[src/design/bt_irq_pkg.sv]
package bt_irq_pkg;

	////////////////////////////////////////////////////////////////////////
	// Serial link constants.
	localparam logic [6:0] SLAVE_ADDR = 7'h3c;
	localparam logic [3:0] BYTE_BITS = 4'h8;

	////////////////////////////////////////////////////////////////////////
	// Register offsets on the serial link.
	localparam logic [7:0] FLAGS_OFFSET = 8'h06;
	localparam logic [7:0] MASKS_OFFSET = 8'h0e;
	localparam logic [7:0] STATE_OFFSET = 8'h13;

	////////////////////////////////////////////////////////////////////////
	// Reset values; the live state register carries its fixed upper nibble.
	localparam logic [7:0] FLAGS_RESET = 8'h00;
	localparam logic [7:0] MASKS_RESET = 8'h00;
	localparam logic [7:0] STATE_RESET = 8'h10;

	////////////////////////////////////////////////////////////////////////
	// Field positions shared by the mask, state and flag registers.
	localparam int unsigned LOW_BATT_BIT = 3;
	localparam int unsigned WARM_ALARM_BIT = 2;
	localparam int unsigned HOT_ALARM_BIT = 1;
	localparam int unsigned ALL_SOURCES_BIT = 0;
	localparam int unsigned DRIVE_BIT = 0;
	localparam int unsigned USED_BITS = 4;

	////////////////////////////////////////////////////////////////////////
	// The three comparator levels travel together.
	typedef struct packed {
		logic low_batt_level;
		logic warm_alarm_level;
		logic hot_alarm_level;
	} source_levels_type;

	// Serial link receiver states.
	typedef enum logic [8:0] {
		ST_IDLE = 9'h001,
		ST_ADDR = 9'h002,
		ST_ADDR_ACK = 9'h004,
		ST_PTR = 9'h008,
		ST_PTR_ACK = 9'h010,
		ST_WDATA = 9'h020,
		ST_WDATA_ACK = 9'h040,
		ST_RDATA = 9'h080,
		ST_RDATA_ACK = 9'h100
	} link_state_type;

endpackage

[src/design/bit_sync.sv]
`timescale 1ns/1ns
// Two-flop synchroniser; only the second stage may be read.
module bit_sync
#(
	parameter int unsigned WIDTH = 1
)
(
	input wire logic clk_in,
	input wire logic srst_in,
	input wire logic [WIDTH-1:0] async_in,
	output logic [WIDTH-1:0] sync_out
);

	logic [WIDTH-1:0] meta_ff;

	// The first stage feeds the second stage and nothing else.
	always_ff @(posedge clk_in)
	begin
		if (srst_in)
		begin
			meta_ff <= '0;
			sync_out <= '0;
		end
		else
		begin
			meta_ff <= async_in;
			sync_out <= meta_ff;
		end
	end

endmodule

[src/design/event_flag.sv]
`timescale 1ns/1ns
// Sticky rising-edge flag with a clear that loses to a new edge.
module event_flag
(
	input wire logic clk_in,
	input wire logic srst_in,
	input wire logic level_in,
	input wire logic clear_in,
	output logic flag_out
);

	logic prev_ff;

	// Previous level, for edge detection.
	always_ff @(posedge clk_in)
	begin
		if (srst_in)
			prev_ff <= 1'b0;
		else
			prev_ff <= level_in;
	end

	// A set in the clearing cycle wins so no event is lost.
	always_ff @(posedge clk_in)
	begin
		if (srst_in)
			flag_out <= 1'b0;
		else
			flag_out <= (level_in & ~prev_ff) | (flag_out & ~clear_in);
	end

endmodule

[src/design/battery_thermal_irq_logic.sv]
`timescale 1ns/1ns
module battery_thermal_irq_logic
(
	input wire logic CLK_IN,
	input wire logic SRST_IN,
	input wire logic SCL_IN,
	input wire logic SDA_IN,
	output logic SDA_OUT,
	output logic SDA_OE_N_OUT,
	input wire logic LOW_BATT_LEVEL_IN,
	input wire logic WARM_ALARM_LEVEL_IN,
	input wire logic HOT_ALARM_LEVEL_IN,
	input wire logic OTHER_IRQ_PENDING_IN,
	input wire logic MONITOR_GROUP_MASK_IN,
	output logic INTERRUPT_N_OUT,
	output logic INTERRUPT_OE_N_OUT,
	output logic TOP_PENDING_SUMMARY_OUT
);

	////////////////////////////////////////////////////////////////////////
	// Synchronised pins and comparator levels.
	logic [5:0] sync_bus;
	logic scl_s;
	logic sda_s;
	logic other_irq_s;
	bt_irq_pkg::source_levels_type levels_s;
	logic scl_q_ff;
	logic sda_q_ff;
	logic scl_rise;
	logic scl_fall;
	logic start_seen;
	logic stop_seen;

	bit_sync #(
		.WIDTH(6)
	) u_sync (
		.clk_in(CLK_IN),
		.srst_in(SRST_IN),
		.async_in({SCL_IN, SDA_IN, OTHER_IRQ_PENDING_IN, LOW_BATT_LEVEL_IN,
			WARM_ALARM_LEVEL_IN, HOT_ALARM_LEVEL_IN}),
		.sync_out(sync_bus)
	);

	// Unpack the synchronised group; the analog levels travel as one struct.
	assign scl_s = sync_bus[5];
	assign sda_s = sync_bus[4];
	assign other_irq_s = sync_bus[3];
	assign levels_s = bt_irq_pkg::source_levels_type'(sync_bus[2:0]);

	// Delayed copies of the synchronised link lines for edge detection.
	always_ff @(posedge CLK_IN)
	begin
		if (SRST_IN)
		begin
			scl_q_ff <= 1'b1;
			sda_q_ff <= 1'b1;
		end
		else
		begin
			scl_q_ff <= scl_s;
			sda_q_ff <= sda_s;
		end
	end

	// Both lines pass the same synchroniser, so their skew is preserved.
	assign scl_rise = scl_s & ~scl_q_ff;
	assign scl_fall = ~scl_s & scl_q_ff;
	assign start_seen = scl_s & scl_q_ff & sda_q_ff & ~sda_s;
	assign stop_seen = scl_s & scl_q_ff & ~sda_q_ff & sda_s;

	////////////////////////////////////////////////////////////////////////
	// Register state.
	logic [bt_irq_pkg::USED_BITS-1:0] masks_ff;
	logic [bt_irq_pkg::USED_BITS-1:0] flags;
	logic [bt_irq_pkg::USED_BITS-1:0] levels_vec;
	logic flag_clear;
	logic mask_write;
	logic [7:0] rx_ff;
	logic [7:0] ptr_ff;
	logic [7:0] rd_byte;

	assign levels_vec = {levels_s.low_batt_level, levels_s.warm_alarm_level,
		levels_s.hot_alarm_level, 1'b0};

	// One sticky flag per comparator; bit 0 is reserved and reads zero.
	assign flags[0] = 1'b0;
	genvar gi;
	generate
		for (gi = 1; gi < bt_irq_pkg::USED_BITS; gi++)
		begin : g_flag
			event_flag u_flag (
				.clk_in(CLK_IN),
				.srst_in(SRST_IN),
				.level_in(levels_vec[gi]),
				.clear_in(flag_clear),
				.flag_out(flags[gi])
			);
		end
	endgenerate

	// Mask register; reserved upper bits are not stored and read zero.
	always_ff @(posedge CLK_IN)
	begin
		if (SRST_IN)
			masks_ff <= bt_irq_pkg::MASKS_RESET[3:0];
		else if (mask_write)
			masks_ff <= rx_ff[3:0];
	end

	////////////////////////////////////////////////////////////////////////
	// Interrupt gating.
	logic [bt_irq_pkg::USED_BITS-1:0] unmasked_flags;
	logic group_pending;
	logic gate_drive;
	logic gate_drive_ff;

	// Reserved bit 0 of the flags is zero, so the global mask bit never
	// doubles as a per-source mask here.
	assign unmasked_flags = flags & ~masks_ff;
	assign group_pending = |unmasked_flags;
	assign gate_drive = (group_pending & ~MONITOR_GROUP_MASK_IN)
		| other_irq_s;

	// Pin, summary and software copy of the drive all come from flops.
	always_ff @(posedge CLK_IN)
	begin
		if (SRST_IN)
		begin
			gate_drive_ff <= 1'b0;
			INTERRUPT_OE_N_OUT <= 1'b1;
			TOP_PENDING_SUMMARY_OUT <= 1'b0;
		end
		else
		begin
			gate_drive_ff <= gate_drive;
			INTERRUPT_OE_N_OUT <= ~(gate_drive
				& ~masks_ff[bt_irq_pkg::ALL_SOURCES_BIT]);
			TOP_PENDING_SUMMARY_OUT <= group_pending;
		end
	end

	// Open-drain pin: only ever pulled low.
	assign INTERRUPT_N_OUT = 1'b0;

	////////////////////////////////////////////////////////////////////////
	// Read data for the current pointer; unmapped offsets read zero.
	always_comb
	begin
		case (ptr_ff)
			bt_irq_pkg::FLAGS_OFFSET:
				rd_byte = bt_irq_pkg::FLAGS_RESET | {4'h0, flags};
			bt_irq_pkg::MASKS_OFFSET:
				rd_byte = {4'h0, masks_ff};
			bt_irq_pkg::STATE_OFFSET:
				rd_byte = bt_irq_pkg::STATE_RESET
					| {4'h0, levels_vec[3:1], gate_drive_ff};
			default:
				rd_byte = 8'h00;
		endcase
	end

	////////////////////////////////////////////////////////////////////////
	// Serial link slave.
	bt_irq_pkg::link_state_type state_ff;
	logic [3:0] bit_cnt_ff;
	logic [7:0] tx_ff;
	logic master_ack_ff;
	logic load_tx;
	logic data_slot;

	// A byte is loaded for sending after the address ack of a read, or
	// after the master acks the previous byte.
	assign load_tx = scl_fall
		& (((state_ff == bt_irq_pkg::ST_ADDR_ACK) & rx_ff[0])
		| ((state_ff == bt_irq_pkg::ST_RDATA_ACK) & ~master_ack_ff));

	// Ack slots neither count nor shift. The read/write bit then survives
	// into the address ack, and every byte counts its bits from zero.
	assign data_slot = (state_ff == bt_irq_pkg::ST_ADDR)
		| (state_ff == bt_irq_pkg::ST_PTR)
		| (state_ff == bt_irq_pkg::ST_WDATA)
		| (state_ff == bt_irq_pkg::ST_RDATA);

	// Reading the flag offset hands back the snapshot, then clears.
	assign flag_clear = load_tx & (ptr_ff == bt_irq_pkg::FLAGS_OFFSET);

	// Only the mask register takes writes; the live state register and
	// the flags ignore them, so any upper-nibble value is accepted.
	assign mask_write = scl_fall & (state_ff == bt_irq_pkg::ST_WDATA)
		& (bit_cnt_ff == bt_irq_pkg::BYTE_BITS)
		& (ptr_ff == bt_irq_pkg::MASKS_OFFSET);

	// Shift in one bit on each rising clock edge of a data slot.
	always_ff @(posedge CLK_IN)
	begin
		if (SRST_IN)
			rx_ff <= 8'h00;
		else if (scl_rise && data_slot)
			rx_ff <= {rx_ff[6:0], sda_s};
	end

	// Master acknowledge sampled during the read ack slot.
	always_ff @(posedge CLK_IN)
	begin
		if (SRST_IN)
			master_ack_ff <= 1'b1;
		else if (scl_rise && state_ff == bt_irq_pkg::ST_RDATA_ACK)
			master_ack_ff <= sda_s;
	end

	// Bit counter: counts rising edges within a byte.
	always_ff @(posedge CLK_IN)
	begin
		if (SRST_IN || start_seen)
			bit_cnt_ff <= 4'h0;
		else if (scl_fall && bit_cnt_ff == bt_irq_pkg::BYTE_BITS)
			bit_cnt_ff <= 4'h0;
		else if (scl_rise && data_slot)
			bit_cnt_ff <= bit_cnt_ff + 4'h1;
	end

	// Register pointer: set by the first written byte, then auto-increments.
	always_ff @(posedge CLK_IN)
	begin
		if (SRST_IN)
			ptr_ff <= 8'h00;
		else if (scl_fall && state_ff == bt_irq_pkg::ST_PTR
			&& bit_cnt_ff == bt_irq_pkg::BYTE_BITS)
			ptr_ff <= rx_ff;
		else if (load_tx || mask_write)
			ptr_ff <= ptr_ff + 8'h01;
		else if (scl_fall && state_ff == bt_irq_pkg::ST_WDATA
			&& bit_cnt_ff == bt_irq_pkg::BYTE_BITS)
			ptr_ff <= ptr_ff + 8'h01;
	end

	// Transmit shift register; the next bit goes out on each falling edge.
	always_ff @(posedge CLK_IN)
	begin
		if (SRST_IN)
			tx_ff <= 8'h00;
		else if (load_tx)
			tx_ff <= rd_byte;
		else if (scl_fall && state_ff == bt_irq_pkg::ST_RDATA)
			tx_ff <= {tx_ff[6:0], 1'b0};
	end

	// Link state machine; byte and ack moves happen as the clock line falls, start and stop moves while it is high.
	always_ff @(posedge CLK_IN)
	begin
		if (SRST_IN || stop_seen)
			state_ff <= bt_irq_pkg::ST_IDLE;
		else if (start_seen)
			state_ff <= bt_irq_pkg::ST_ADDR;
		else if (scl_fall)
		begin
			case (state_ff)
				bt_irq_pkg::ST_ADDR:
					if (bit_cnt_ff == bt_irq_pkg::BYTE_BITS)
						state_ff <= (rx_ff[7:1] == bt_irq_pkg::SLAVE_ADDR)
							? bt_irq_pkg::ST_ADDR_ACK : bt_irq_pkg::ST_IDLE;
				bt_irq_pkg::ST_ADDR_ACK:
					state_ff <= rx_ff[0] ? bt_irq_pkg::ST_RDATA
						: bt_irq_pkg::ST_PTR;
				bt_irq_pkg::ST_PTR:
					if (bit_cnt_ff == bt_irq_pkg::BYTE_BITS)
						state_ff <= bt_irq_pkg::ST_PTR_ACK;
				bt_irq_pkg::ST_PTR_ACK:
					state_ff <= bt_irq_pkg::ST_WDATA;
				bt_irq_pkg::ST_WDATA:
					if (bit_cnt_ff == bt_irq_pkg::BYTE_BITS)
						state_ff <= bt_irq_pkg::ST_WDATA_ACK;
				bt_irq_pkg::ST_WDATA_ACK:
					state_ff <= bt_irq_pkg::ST_WDATA;
				bt_irq_pkg::ST_RDATA:
					if (bit_cnt_ff == bt_irq_pkg::BYTE_BITS)
						state_ff <= bt_irq_pkg::ST_RDATA_ACK;
				bt_irq_pkg::ST_RDATA_ACK:
					state_ff <= master_ack_ff ? bt_irq_pkg::ST_IDLE
						: bt_irq_pkg::ST_RDATA;
				default:
					state_ff <= bt_irq_pkg::ST_IDLE;
			endcase
		end
	end

	// Data line drive: matched address, pointer and write-data ack slots pull low; the read ack slot is released; read bits pull low for zeros.
	// Changes only on a falling clock edge or a seen start or stop, so no false start or stop.
	always_ff @(posedge CLK_IN)
	begin
		if (SRST_IN || start_seen || stop_seen)
			SDA_OE_N_OUT <= 1'b1;
		else if (load_tx)
			SDA_OE_N_OUT <= rd_byte[7];
		else if (scl_fall)
		begin
			case (state_ff)
				bt_irq_pkg::ST_ADDR:
					SDA_OE_N_OUT <= ~((bit_cnt_ff == bt_irq_pkg::BYTE_BITS)
						&& (rx_ff[7:1] == bt_irq_pkg::SLAVE_ADDR));
				bt_irq_pkg::ST_PTR,
				bt_irq_pkg::ST_WDATA:
					SDA_OE_N_OUT <= bit_cnt_ff != bt_irq_pkg::BYTE_BITS;
				bt_irq_pkg::ST_RDATA:
					SDA_OE_N_OUT <= (bit_cnt_ff == bt_irq_pkg::BYTE_BITS)
						| tx_ff[6];
				default:
					SDA_OE_N_OUT <= 1'b1;
			endcase
		end
	end

	// Open-drain data pin: the driven level is always low.
	assign SDA_OUT = 1'b0;

endmodule

[config.mk]
export PLATFORM = sky130hd
export DESIGN_NAME = battery_thermal_irq_logic
export DESIGN_NICKNAME = d
export VERILOG_FILES = /design/src/design/bt_irq_pkg.sv /design/src/design/bit_sync.sv /design/src/design/event_flag.sv /design/src/design/battery_thermal_irq_logic.sv
export SDC_FILE = /design/constraint.sdc
export NUM_CORES = 1
export LEC_CHECK = 0
export CORE_MARGIN = 8
export CORE_UTILIZATION = 65
export DETAILED_ROUTE_END_ITERATION = 12
export DONT_BUFFER_PORTS = 1
export MAX_ROUTING_LAYER = met4
export PLACE_DENSITY = 0.84
export SETUP_SLACK_MARGIN = 0.2
export SKIP_CTS_REPAIR_TIMING = 1
export SLEW_MARGIN = 25
export SYNTH_ARGS = -nofsm -noshare
export SYNTH_HDL_FRONTEND = slang
export SYNTH_SLANG_ARGS = --single-unit
[constraint.sdc]
create_clock -name CLK_IN -period 3.3 [get_ports CLK_IN]
set_clock_uncertainty 0.15 [all_clocks]
set_input_delay 0.825 -clock CLK_IN [delete_from_list [all_inputs] [get_ports CLK_IN]]
set_output_delay 0.825 -clock CLK_IN [all_outputs]
set_load 0.1 [all_outputs]
-- Word-level counts from Yosys, hierarchy flattened
Index checks and enable logic that the tools add are counted.
- add/sub/neg operators: 2
- equal/unequal tests: 22
- muxes and demuxes: 19
- bitwise gates (word level): 46
- reduce and logical (&&, ||, !) cells: 24
- operator list (kind ; count):
    one-hot mux 9 bit (7 select lines) ; 1
    two-way mux 8 bit ; 5
    two-way mux 9 bit ; 4
    AND 1 bit ; 22
    one-hot mux 5 bit (3 select lines) ; 1
    two-way mux 7 bit ; 2
    NOT 1 bit ; 13
    inequality test 3 x 2 -> 1 bit (second input constant) ; 4
    AND reduction 5 bit ; 2
    equality test 9 x 2 -> 1 bit (second input constant) ; 1
    equality test 9 x 3 -> 1 bit (second input constant) ; 1
    equality test 9 x 4 -> 1 bit (second input constant) ; 1
    equality test 9 x 5 -> 1 bit (second input constant) ; 1
    equality test 9 x 6 -> 1 bit (second input constant) ; 1
    equality test 9 x 7 -> 1 bit (second input constant) ; 1
    equality test 9 x 8 -> 1 bit (second input constant) ; 1
    equality test 9 bit (second input constant) ; 1
    logical AND 1 bit ; 9
    OR 1 bit ; 9
    adder 8 x 1 -> 8 bit (second input constant) ; 1
    equality test 8 x 3 -> 1 bit (second input constant) ; 1
    equality test 8 x 4 -> 1 bit (second input constant) ; 1
    equality test 8 x 5 -> 1 bit (second input constant) ; 1
    inequality test 2 x 1 -> 1 bit (second input constant) ; 4
    15 further kinds ; 25
- flip-flop bits (word level): 65
- bits of input ports: 9
- output and inout bits: 5
- word-level logic and storage cells: 135

-- Logic depth before layout (Yosys ltp)
Gate-level depths: netlist (run 1).
- depth in word-level cells: 8
- depth in mapped cells: 8
- gate-level depth less buffers: 7

-- By module
Synthesis (run 1) repeated with hierarchy kept, for this count alone.
- cells, all modules: 326
- area, all modules: 3260.6 um2
- modules (own cells, without submodules) (module ; times used ; cells each ; area an instance (um2) ; seq. area each (um2)):
    battery_thermal_irq_logic ; 1 ; 283 ; 2691.3 ; 940.9
    bit_sync ; 1 ; 25 ; 366.6 ; 240.2
    event_flag ; 3 ; 6 ; 67.6 ; 40.0

-- Worst setup path after synthesis (run 1)
No wires, ideal clock.
- path kind: register to register
- start: reg state_ff[5]
- end: reg ptr_ff[3]
- library setup time: 0.119 ns
- data arrival time: 1.963 ns
- required time: 3.031 ns
- path slack: 1.068 ns
- cell stages (with the launch flop): 7
- path buffers: 2
- clock period less this slack: 2.232 ns
- cell sequence: dfxtp_1 -> buf_6 -> or4_4 -> a2111oi_4 -> a21oi_4 -> buf_6 -> o221a_1
- longest elaborated chain between the ends: 7
- elaborated cells between the ends (all ways): 19
- classes of those cells: 4 x eq/ne; 2 x mux; 7 x bitwise; 6 x reduce/logical
- ends and longest elaborated chain (item ; RTL line ; source):
    start: declaration ; battery_thermal_irq_logic.sv:164 ; bt_irq_pkg::link_state_type state_ff;
    start signal: assignment ; battery_thermal_irq_logic.sv:252 ; state_ff <= bt_irq_pkg::ST_IDLE;
    start signal: assignment ; battery_thermal_irq_logic.sv:254 ; state_ff <= bt_irq_pkg::ST_ADDR;
    start signal: assignment ; battery_thermal_irq_logic.sv:260 ; state_ff <= (rx_ff[7:1] == bt_irq_pkg::SLAVE_ADDR)
    equality test 9 x 3 -> 1 bit (tied with other cells) ; battery_thermal_irq_logic.sv:174 ; & (((state_ff == bt_irq_pkg::ST_ADDR_ACK) & rx_ff[0])
    AND 1 bit, on equally long branches ; battery_thermal_irq_logic.sv:174, battery_thermal_irq_logic.sv:175, battery_thermal_irq_logic.sv:189 ;
    OR 1 bit / AND 1 bit (equally long branches) ; battery_thermal_irq_logic.sv:175, battery_thermal_irq_logic.sv:190 ;
    AND 1 bit, on equally long branches ; battery_thermal_irq_logic.sv:174, battery_thermal_irq_logic.sv:191 ;
    logical OR 1 bit ; battery_thermal_irq_logic.sv:230 ; else if (load_tx || mask_write)
    two-way mux 8 bit ; battery_thermal_irq_logic.sv:230 ;
    two-way mux 8 bit ; battery_thermal_irq_logic.sv:227 ; else if (scl_fall && state_ff == bt_irq_pkg::ST_PTR
    end signal: assignment ; battery_thermal_irq_logic.sv:229 ; ptr_ff <= rx_ff;
    end signal: assignment ; battery_thermal_irq_logic.sv:231 ; ptr_ff <= ptr_ff + 8'h01;
    end signal: assignment ; battery_thermal_irq_logic.sv:234 ; ptr_ff <= ptr_ff + 8'h01;
    end: declaration ; battery_thermal_irq_logic.sv:79 ; logic [7:0] ptr_ff;
Several ways; a longest one is shown, not always the timed one.
A chain may end at the register's enable or synchronous reset.

-- Worst setup path after layout (run 1)
- start: reg state_ff[8]
- end: reg ptr_ff[1]
Same word-level chain as after synthesis.

==> results by group, run 1 <==
Detailed routing
  • DR pass1 iterations: 5
  • Final ANT Viol Nets: 0
  • Routed wire length per instance: around 17 um
  • Vias: between 2k and 3k
  • # DRC: 0
  • Iter 0 DRT Violations: between 200 and 250
  • Vias per inst: 6.48
  • Wirelength, routed: between 6000 and 7000 um

Clock network
  • Total clock sinks: between 60 and 70
  • CTS tree: built
  • H-tree depth: 3
  • Worst-skew pair later-pin latency: ~0.35 ns
  • Clock buffer depth: 2
  • Num CTS Buffers: 9
  • CTS root buf: clkbuf_8
  • Clk slew on worst S/H paths: approximately 0.080 ns

Global route
  • Initial antenna violation count: 0
  • Gr ovfl total: 0
  • Vias in the first global route: 2,450
  • Largest net degree at the start of global routing: 50
  • GRT Util Overall: 0.200
  • First-pass GRT wire length: ~11,000 um

Floorplan
  • CORE AREA: 0.00469 mm2
  • Full die area: 0.00729 mm2
  • Initial core utilization: 0.667
  • Chip height: between 80 and 90 um
  • Die width: 85.4 um
  • # IOs: 14
  • Row count: 25

Status
  • Status: finished, final reports clean

Synth
  • Top FF cell, synth: dfxtp_1
  • Mapped Area: roughly 0.0031 mm2
  • Mapped Cells: around 350
  • Avg Synthesized Cell Area: approximately 8.8 um2
  • EDFF count, synth: 0
  • Ys async rst share: 0
  • Synth warn: 0
  • Register area share after synthesis: 0.416
  • Netlist cell types: 56
  • Flops & latches, synth: 65

Setup path
  • Arrival @ worst endpoint: 2.70 ns
  • Crit Path Max Fanout: 16
  • Crit Reg-Reg Endpoint: ptr_ff[1]$_SDFFE_PP0P_
  • WS Path Type: flip-flop to flip-flop
  • CP Capture Type: flip-flop
  • R2r startpoint: state_ff[8]$_SDFFE_PP0P_
  • R2R setup slack: roughly 0.73 ns
  • Kind of start point of the critical path: flip-flop
  • Critical Path RT: between 3 and 4 ns
  • FF-to-FF path depth: 5

Power
  • Peak VDD IR: 0.573 mV
  • Pleak: roughly 1.3 nW
  • PwrDens: around 500 mW/mm2

Placed design
  • GPL Wtd Cong: between 0.8 and 0.9
  • PortBufs: 0
  • Placed insts: between 300 and 400
  • Placed inst area: between 0.003 and 0.004 mm2
  • Detailed Place HPWL: 4560 um

Hold path
  • WHS Path Cells: 1
  • Worst Hold Path EP: u_sync.sync_out[0]$_SDFF_PP0_
  • Hold crit path type: flip-flop to flip-flop
  • Hold Crit Start: u_sync.meta_ff[0]$_SDFF_PP0_

Timing
  • Rel. slew slack: 0.354
  • Final period utilization: 0.779
  • Total negative setup slack: 0 ns
  • Final Max Tran Viols: 0
  • Worst hold margin: 0.307 ns
  • RSZ-0062 raised after global routing: no
  • Setup violators final: 0
  • Worst Max-Slew Pin Slew: around 0.97 ns
  • Minimum clock period: about 2.6 ns
  • Fmax: about 390 MHz
  • Hold Fails Final Rpt: 0

Finish
  • Area growth syn-to-layout: 6.59%
  • Ant. Diodes: 0
  • Most frequent cells in the layout: dfxtp_1, nor2_1, a21oi_1
  • Total Nets Final: 360
  • Final Instance Count excl. Fillers: approximately 400
  • Final Cell Area: around 0.0033 mm2
  • Share of cells above drive strength 1: 0.0852
  • Leading cell type in the layout, fill and taps excluded: dfxtp_1
  • Fin util: 0.711

Job
  • Max-cap check violation count: 0
[worst max path at each step]
stage | cells past startpoint | to | start | slack [ns]
2_1_floorplan | 6 | ptr_ff[3]$_SDFFE_PP0P_ | state_ff[5]$_SDFFE_PP0P_ | 1.07
3_3_place_gp | 5 | ptr_ff[1]$_SDFFE_PP0P_ | state_ff[5]$_SDFFE_PP0P_ | 0.83
3_5_place_dp | 5 | ptr_ff[1]$_SDFFE_PP0P_ | state_ff[8]$_SDFFE_PP0P_ | 0.76
4_1_cts | 5 | ptr_ff[1]$_SDFFE_PP0P_ | state_ff[8]$_SDFFE_PP0P_ | 0.73
5_1_grt | 5 | ptr_ff[1]$_SDFFE_PP0P_ | state_ff[8]$_SDFFE_PP0P_ | 0.57
6_report | 5 | ptr_ff[1]$_SDFFE_PP0P_ | state_ff[8]$_SDFFE_PP0P_ | 0.73
[Yosys cell counts, types with 3 or more instances]
cell type,n,area (um2)
dfxtp_1,65,1300
nor2_1,39,146
a21oi_1,27,135
o21ai_0,18,90.1
mux2i_1,17,170
nor2b_1,17,106
nand2_1,15,56.3
inv_1,13,48.8
clkbuf_1,12,45.0
nor3_1,11,55.1
nand3_1,10,50.1
nand4_1,7,43.8
a22o_1,6,52.6
or3_1,6,37.5
nand3b_1,5,37.5
o211ai_1,5,37.5
xnor2_1,5,43.8
a21o_1,4,30.0
a22oi_1,4,30.0
ha_1,4,50.1
nand2b_1,4,25.0
or4b_2,4,40.0
and4_1,3,26.3
buf_1,3,11.3
nor4_1,3,18.8
nor4b_1,3,26.3
o31ai_1,3,22.5
[cell type report]
| type | instances | area (um2) |
|---|---|---|
| Timing Repair Buffer | 1 | 7.51 |
| Clock inverter | 7 | 103 |
| Multi-Input combinational cell | 257 | 1690 |
| Inverter | 13 | 48.8 |
| Clock buffer | 9 | 124 |
| Tap cell | 54 | 67.6 |
| Fill cell | 368 | 1360 |
| Sequential cell | 65 | 1300 |
[worst max-delay path, cell delays in order, from the launching register on]
cell	delay [ns]
dfxtp_1	0.63
or3b_1	0.46
a2111oi_4	0.67
a21oi_4	0.18
a211o_1	0.28
a21oi_1	0.13
[cells by family after synthesis]
group,synth area share
XOR/XNOR,0.0140
flip-flops,0.416
adder cells (fa/ha/maj),0.0160
multiplexers,0.0615
AO/OA/AOI/OAI,0.175
AND/OR/NAND/NOR,0.270
buffers and inverters,0.0472
other,0.00120
[per-stage QoR]
stage / setup slack [ns] / power [mW]
3_3_place_gp: 0.826 / 0.903
2_1_floorplan: 1.07 / 0.902
4_1_cts: 0.731 / 1.66
3_5_place_dp: 0.761 / 0.905
6_report: 0.730 / 1.65
5_1_grt: 0.575 / 1.70
[sequential cells by signal (all words and copies together), names as in the netlist, 3 cells and up]
register / count
masks_ff: 4
bit_cnt_ff: 4
state_ff: 9
ptr_ff: 8
u_sync.sync_out: 6
tx_ff: 7
u_sync.meta_ff: 6
rx_ff: 8
g_flag.u_flag.flag_out: 3
g_flag.u_flag.prev_ff: 3
[metal layers]
| layer | vias to the layer above | wire length (um) | global-route usage |
|---|---|---|---|
| li1 | 1271 | - | - |
| met1 | 1259 | 3040 | 0.234 |
| met2 | 82 | 3200 | 0.314 |
| met3 | 19 | 311 | 0.0492 |
| met4 | 0 | 155 | 0.0971 |
| met5 | - | 0 | - |
[where the power goes]
group,switching (mW),internal [mW]
combinational,0.0378,0.0195
clock,0.334,0.433
sequential,0.0307,0.800
Power figures use the tool's default switching activity.
==> run 2, diff against run 1 <==
ABC_AREA = 1   (was not set)
CORE_UTILIZATION = 57   (was 65)
PLACE_DENSITY = 0.78   (was 0.84)
clock period = 2.16 ns   (was 3.3 ns; I/O delays follow)
==> run 2 against run 1 <==
  * Design area increased by 9.9%
  * Global-route usage down 2.2 points
  * Critical path depth up 3
  * Via count up 9.7%
  * Register-to-register slack worse by 0.41 ns
  * Clock power increased by 67%
  * Synthesized area is 6.9% higher
  * Non-clock buffer count rose by 4
  * Wire length is 1.2% higher
  * Synthesized cell count is 36% higher
==> results by group, run 2 <==
Setup path
  • Arrival @ worst endpoint: about 1.9 ns
  • Critical Path RT: between 2 and 2.5 ns
  • Crit Path Max Fanout: 8
  • Kind of start point of the critical path: flip-flop
  • Crit path from: bit_cnt_ff[0]$_SDFFE_PP0P_
  • R2r startpoint: bit_cnt_ff[0]$_SDFFE_PP0P_
  • Slowest-stage cell, CP: dfxtp_1
  • CP Buf/Inv Count: 1
  • CP Capture Type: flip-flop
  • Delay-heaviest family, CP: simple AND/OR/NAND/NOR gates
  • Cell chain of the critical path: inv_1 -> ha_1 -> nand3_2 -> nor2_4 -> nand3_1 -> or2_4 -> o21ai_1 -> a21oi_1
  • WS Path Type: flip-flop to flip-flop
  • Max incr delay on CP: about 0.33 ns

Power
  • PwrDens: ~740 mW/mm2
  • Pleak: between 1.5 and 2 nW
  • Peak VDD IR: 0.661 mV

Timing
  • Final Max Tran Viols: 0
  • Hold Fails Final Rpt: 0
  • Setup slack after layout: 0.323 ns
  • Final period utilization: 0.851
  • Fmax: 544 MHz
  • RSZ-0062 raised after global routing: no
  • Total negative setup slack: 0 ns
  • Setup violators final: 0
  • Minimum clock period: 1.84 ns

Placed design
  • Placed insts: 550
  • PortBufs: 0
  • GPL Wtd Cong: around 0.9
  • Pre-CTS WS: ~0.23 ns
  • Detailed Place HPWL: between 5000 and 6000 um

Floorplan
  • Die width: just over 90 um
  • Row count: 28
  • Full die area: around 0.0086 mm2
  • Chip height: 92.6 um
  • Initial core utilization: 0.579
  • CORE AREA: between 0.005 and 0.006 mm2
  • # IOs: 14

Job
  • Max-cap check violation count: 0

Clock network
  • Clk slew on worst S/H paths: ~0.08 ns
  • Total clock sinks: between 60 and 70
  • CTS tree: built
  • Clock buffer depth: 2
  • H-tree depth: 3
  • CTS root buf: clkbuf_8
  • Worst-skew pair later-pin latency: 0.35 ns
  • Num CTS Buffers: 9

Detailed routing
  • # DRC: 0
  • Vias: 2,887
  • DR pass1 iterations: 4
  • Wirelength, routed: 6790 um
  • Final ANT Viol Nets: 0
  • Routed wire length per instance: around 12 um
  • Met2 wire length: 3120 um
  • Vias per inst: 5.08
  • DR top layer: met4
  • Iter 0 DRT Violations: 249
  • Wl on met1: roughly 3200 um
  • DR WL met3: ~220 um

Status
  • Status: finished, final reports clean

Finish
  • Top Registers: state_ff: 9 flops, ptr_ff: 8 flops, rx_ff: 8 flops
  • Total Nets Final: ~500
  • Leading cell type in the layout, fill and taps excluded: nand2_1
  • Fin util: 0.634
  • Final Instance Count excl. Fillers: ~570
  • Layout fillers: 510
  • Biggest register: state_ff
  • Ant. Diodes: 0
  • Max reg flops: 9
  • Share of cells above drive strength 1: 0.140
  • Most frequent cells in the layout: nand2_1, nor2_1, dfxtp_1
  • Area growth syn-to-layout: 9.61%

Synth
  • EDFF count, synth: 0
  • Top cells by count, synth: nand2_1, nor2_1, dfxtp_1, inv_1, nand3_1
  • Ranking of synthesized cells by area: dfxtp_1, nand2_1, nor2_1
  • Ys async rst share: 0
  • Flops & latches, synth: 65
  • Register area share after synthesis: 0.389
  • Synth top area share: 0.389
  • Top-count cell post-synth: nand2_1
  • Netlist cell types: 36
  • Top FF cell, synth: dfxtp_1
  • Avg Synthesized Cell Area: around 7.0 um2
  • Mapped Area: between 0.003 and 0.004 mm2
  • Mapped Cells: between 400 and 500
  • Synth warn: 0
  • Synth area leader: dfxtp_1

Global route
  • GRT Util Overall: 0.178
  • Largest net degree at the start of global routing: 24
  • Initial antenna violation count: 0
  • First-pass GRT wire length: about 12,000 um
  • Vias in the first global route: ~2.8k
  • Gr ovfl total: 0

Hold path
  • Hold Crit Start: SRST_IN
  • Hold crit path type: input port to flip-flop
==> run 2: final cells by class <==
| class | count | area [um2] | share of cell area |
|---|---|---|---|
| Tap cell | 75 | 93.8 | 0.0256 |
| Clock buffer | 9 | 124 | 0.0338 |
| Timing Repair Buffer | 5 | 37.5 | 0.0102 |
| Multi-Input combinational cell | 335 | 1690 | 0.461 |
| Clock inverter | 7 | 125 | 0.0341 |
| Sequential cell | 65 | 1300 | 0.355 |
| Inverter | 72 | 294 | 0.0802 |
==> run 2: metrics by stage <==
step	power [mW]	hold slack (ns)	area, um2
final	2.73	0.0990	3670
after global routing	2.84	0.0790	3670
after CTS	2.76	0.0838	3640
after detailed placement	1.48	0.246	3390
after global placement	1.47	0.242	3390
after floorplan	1.46	0.238	3350
==> run 2: path summary, 6_finish.rpt <==
path | end | slack (ns) | cells past startpoint
hold / removal | u_sync.meta_ff[2]$_SDFF_PP0_ | 0.1 | 1
hold reg to reg | u_sync.sync_out[2]$_SDFF_PP0_ | 0.26 | 2
setup reg to reg | masks_ff[3]$_SDFFE_PP0P_ | 0.32 | 8
setup / recovery | masks_ff[3]$_SDFFE_PP0P_ | 0.32 | 8
==> run 2: logic make-up after synthesis <==
| kind of cell | count (synthesis) | share of synthesized area |
|---|---|---|
| simple gates | 268 | 0.389 |
| buf+inv | 83 | 0.111 |
| flops | 65 | 0.389 |
| compound gates | 57 | 0.0879 |
| fa+ha+maj | 4 | 0.0150 |
| xor+xnor | 3 | 0.00785 |
| other cells | 1 | 0.00112 |
==> run 2: report_power, final <==
group / internal (mW) / total, mW / switching, mW
Clock: 0.778 / 1.28 / 0.504
Sequential: 1.23 / 1.25 / 0.0208
Combinational: 0.0571 / 0.201 / 0.144
Total: 2.06 / 2.73 / 0.668
==> run 2: routing by layer <==
layer,vias up,GRT usage
met4,0,0.103
met3,18,0.0372
met2,47,0.284
met1,1308,0.203
met5,-,-
li1,1514,-
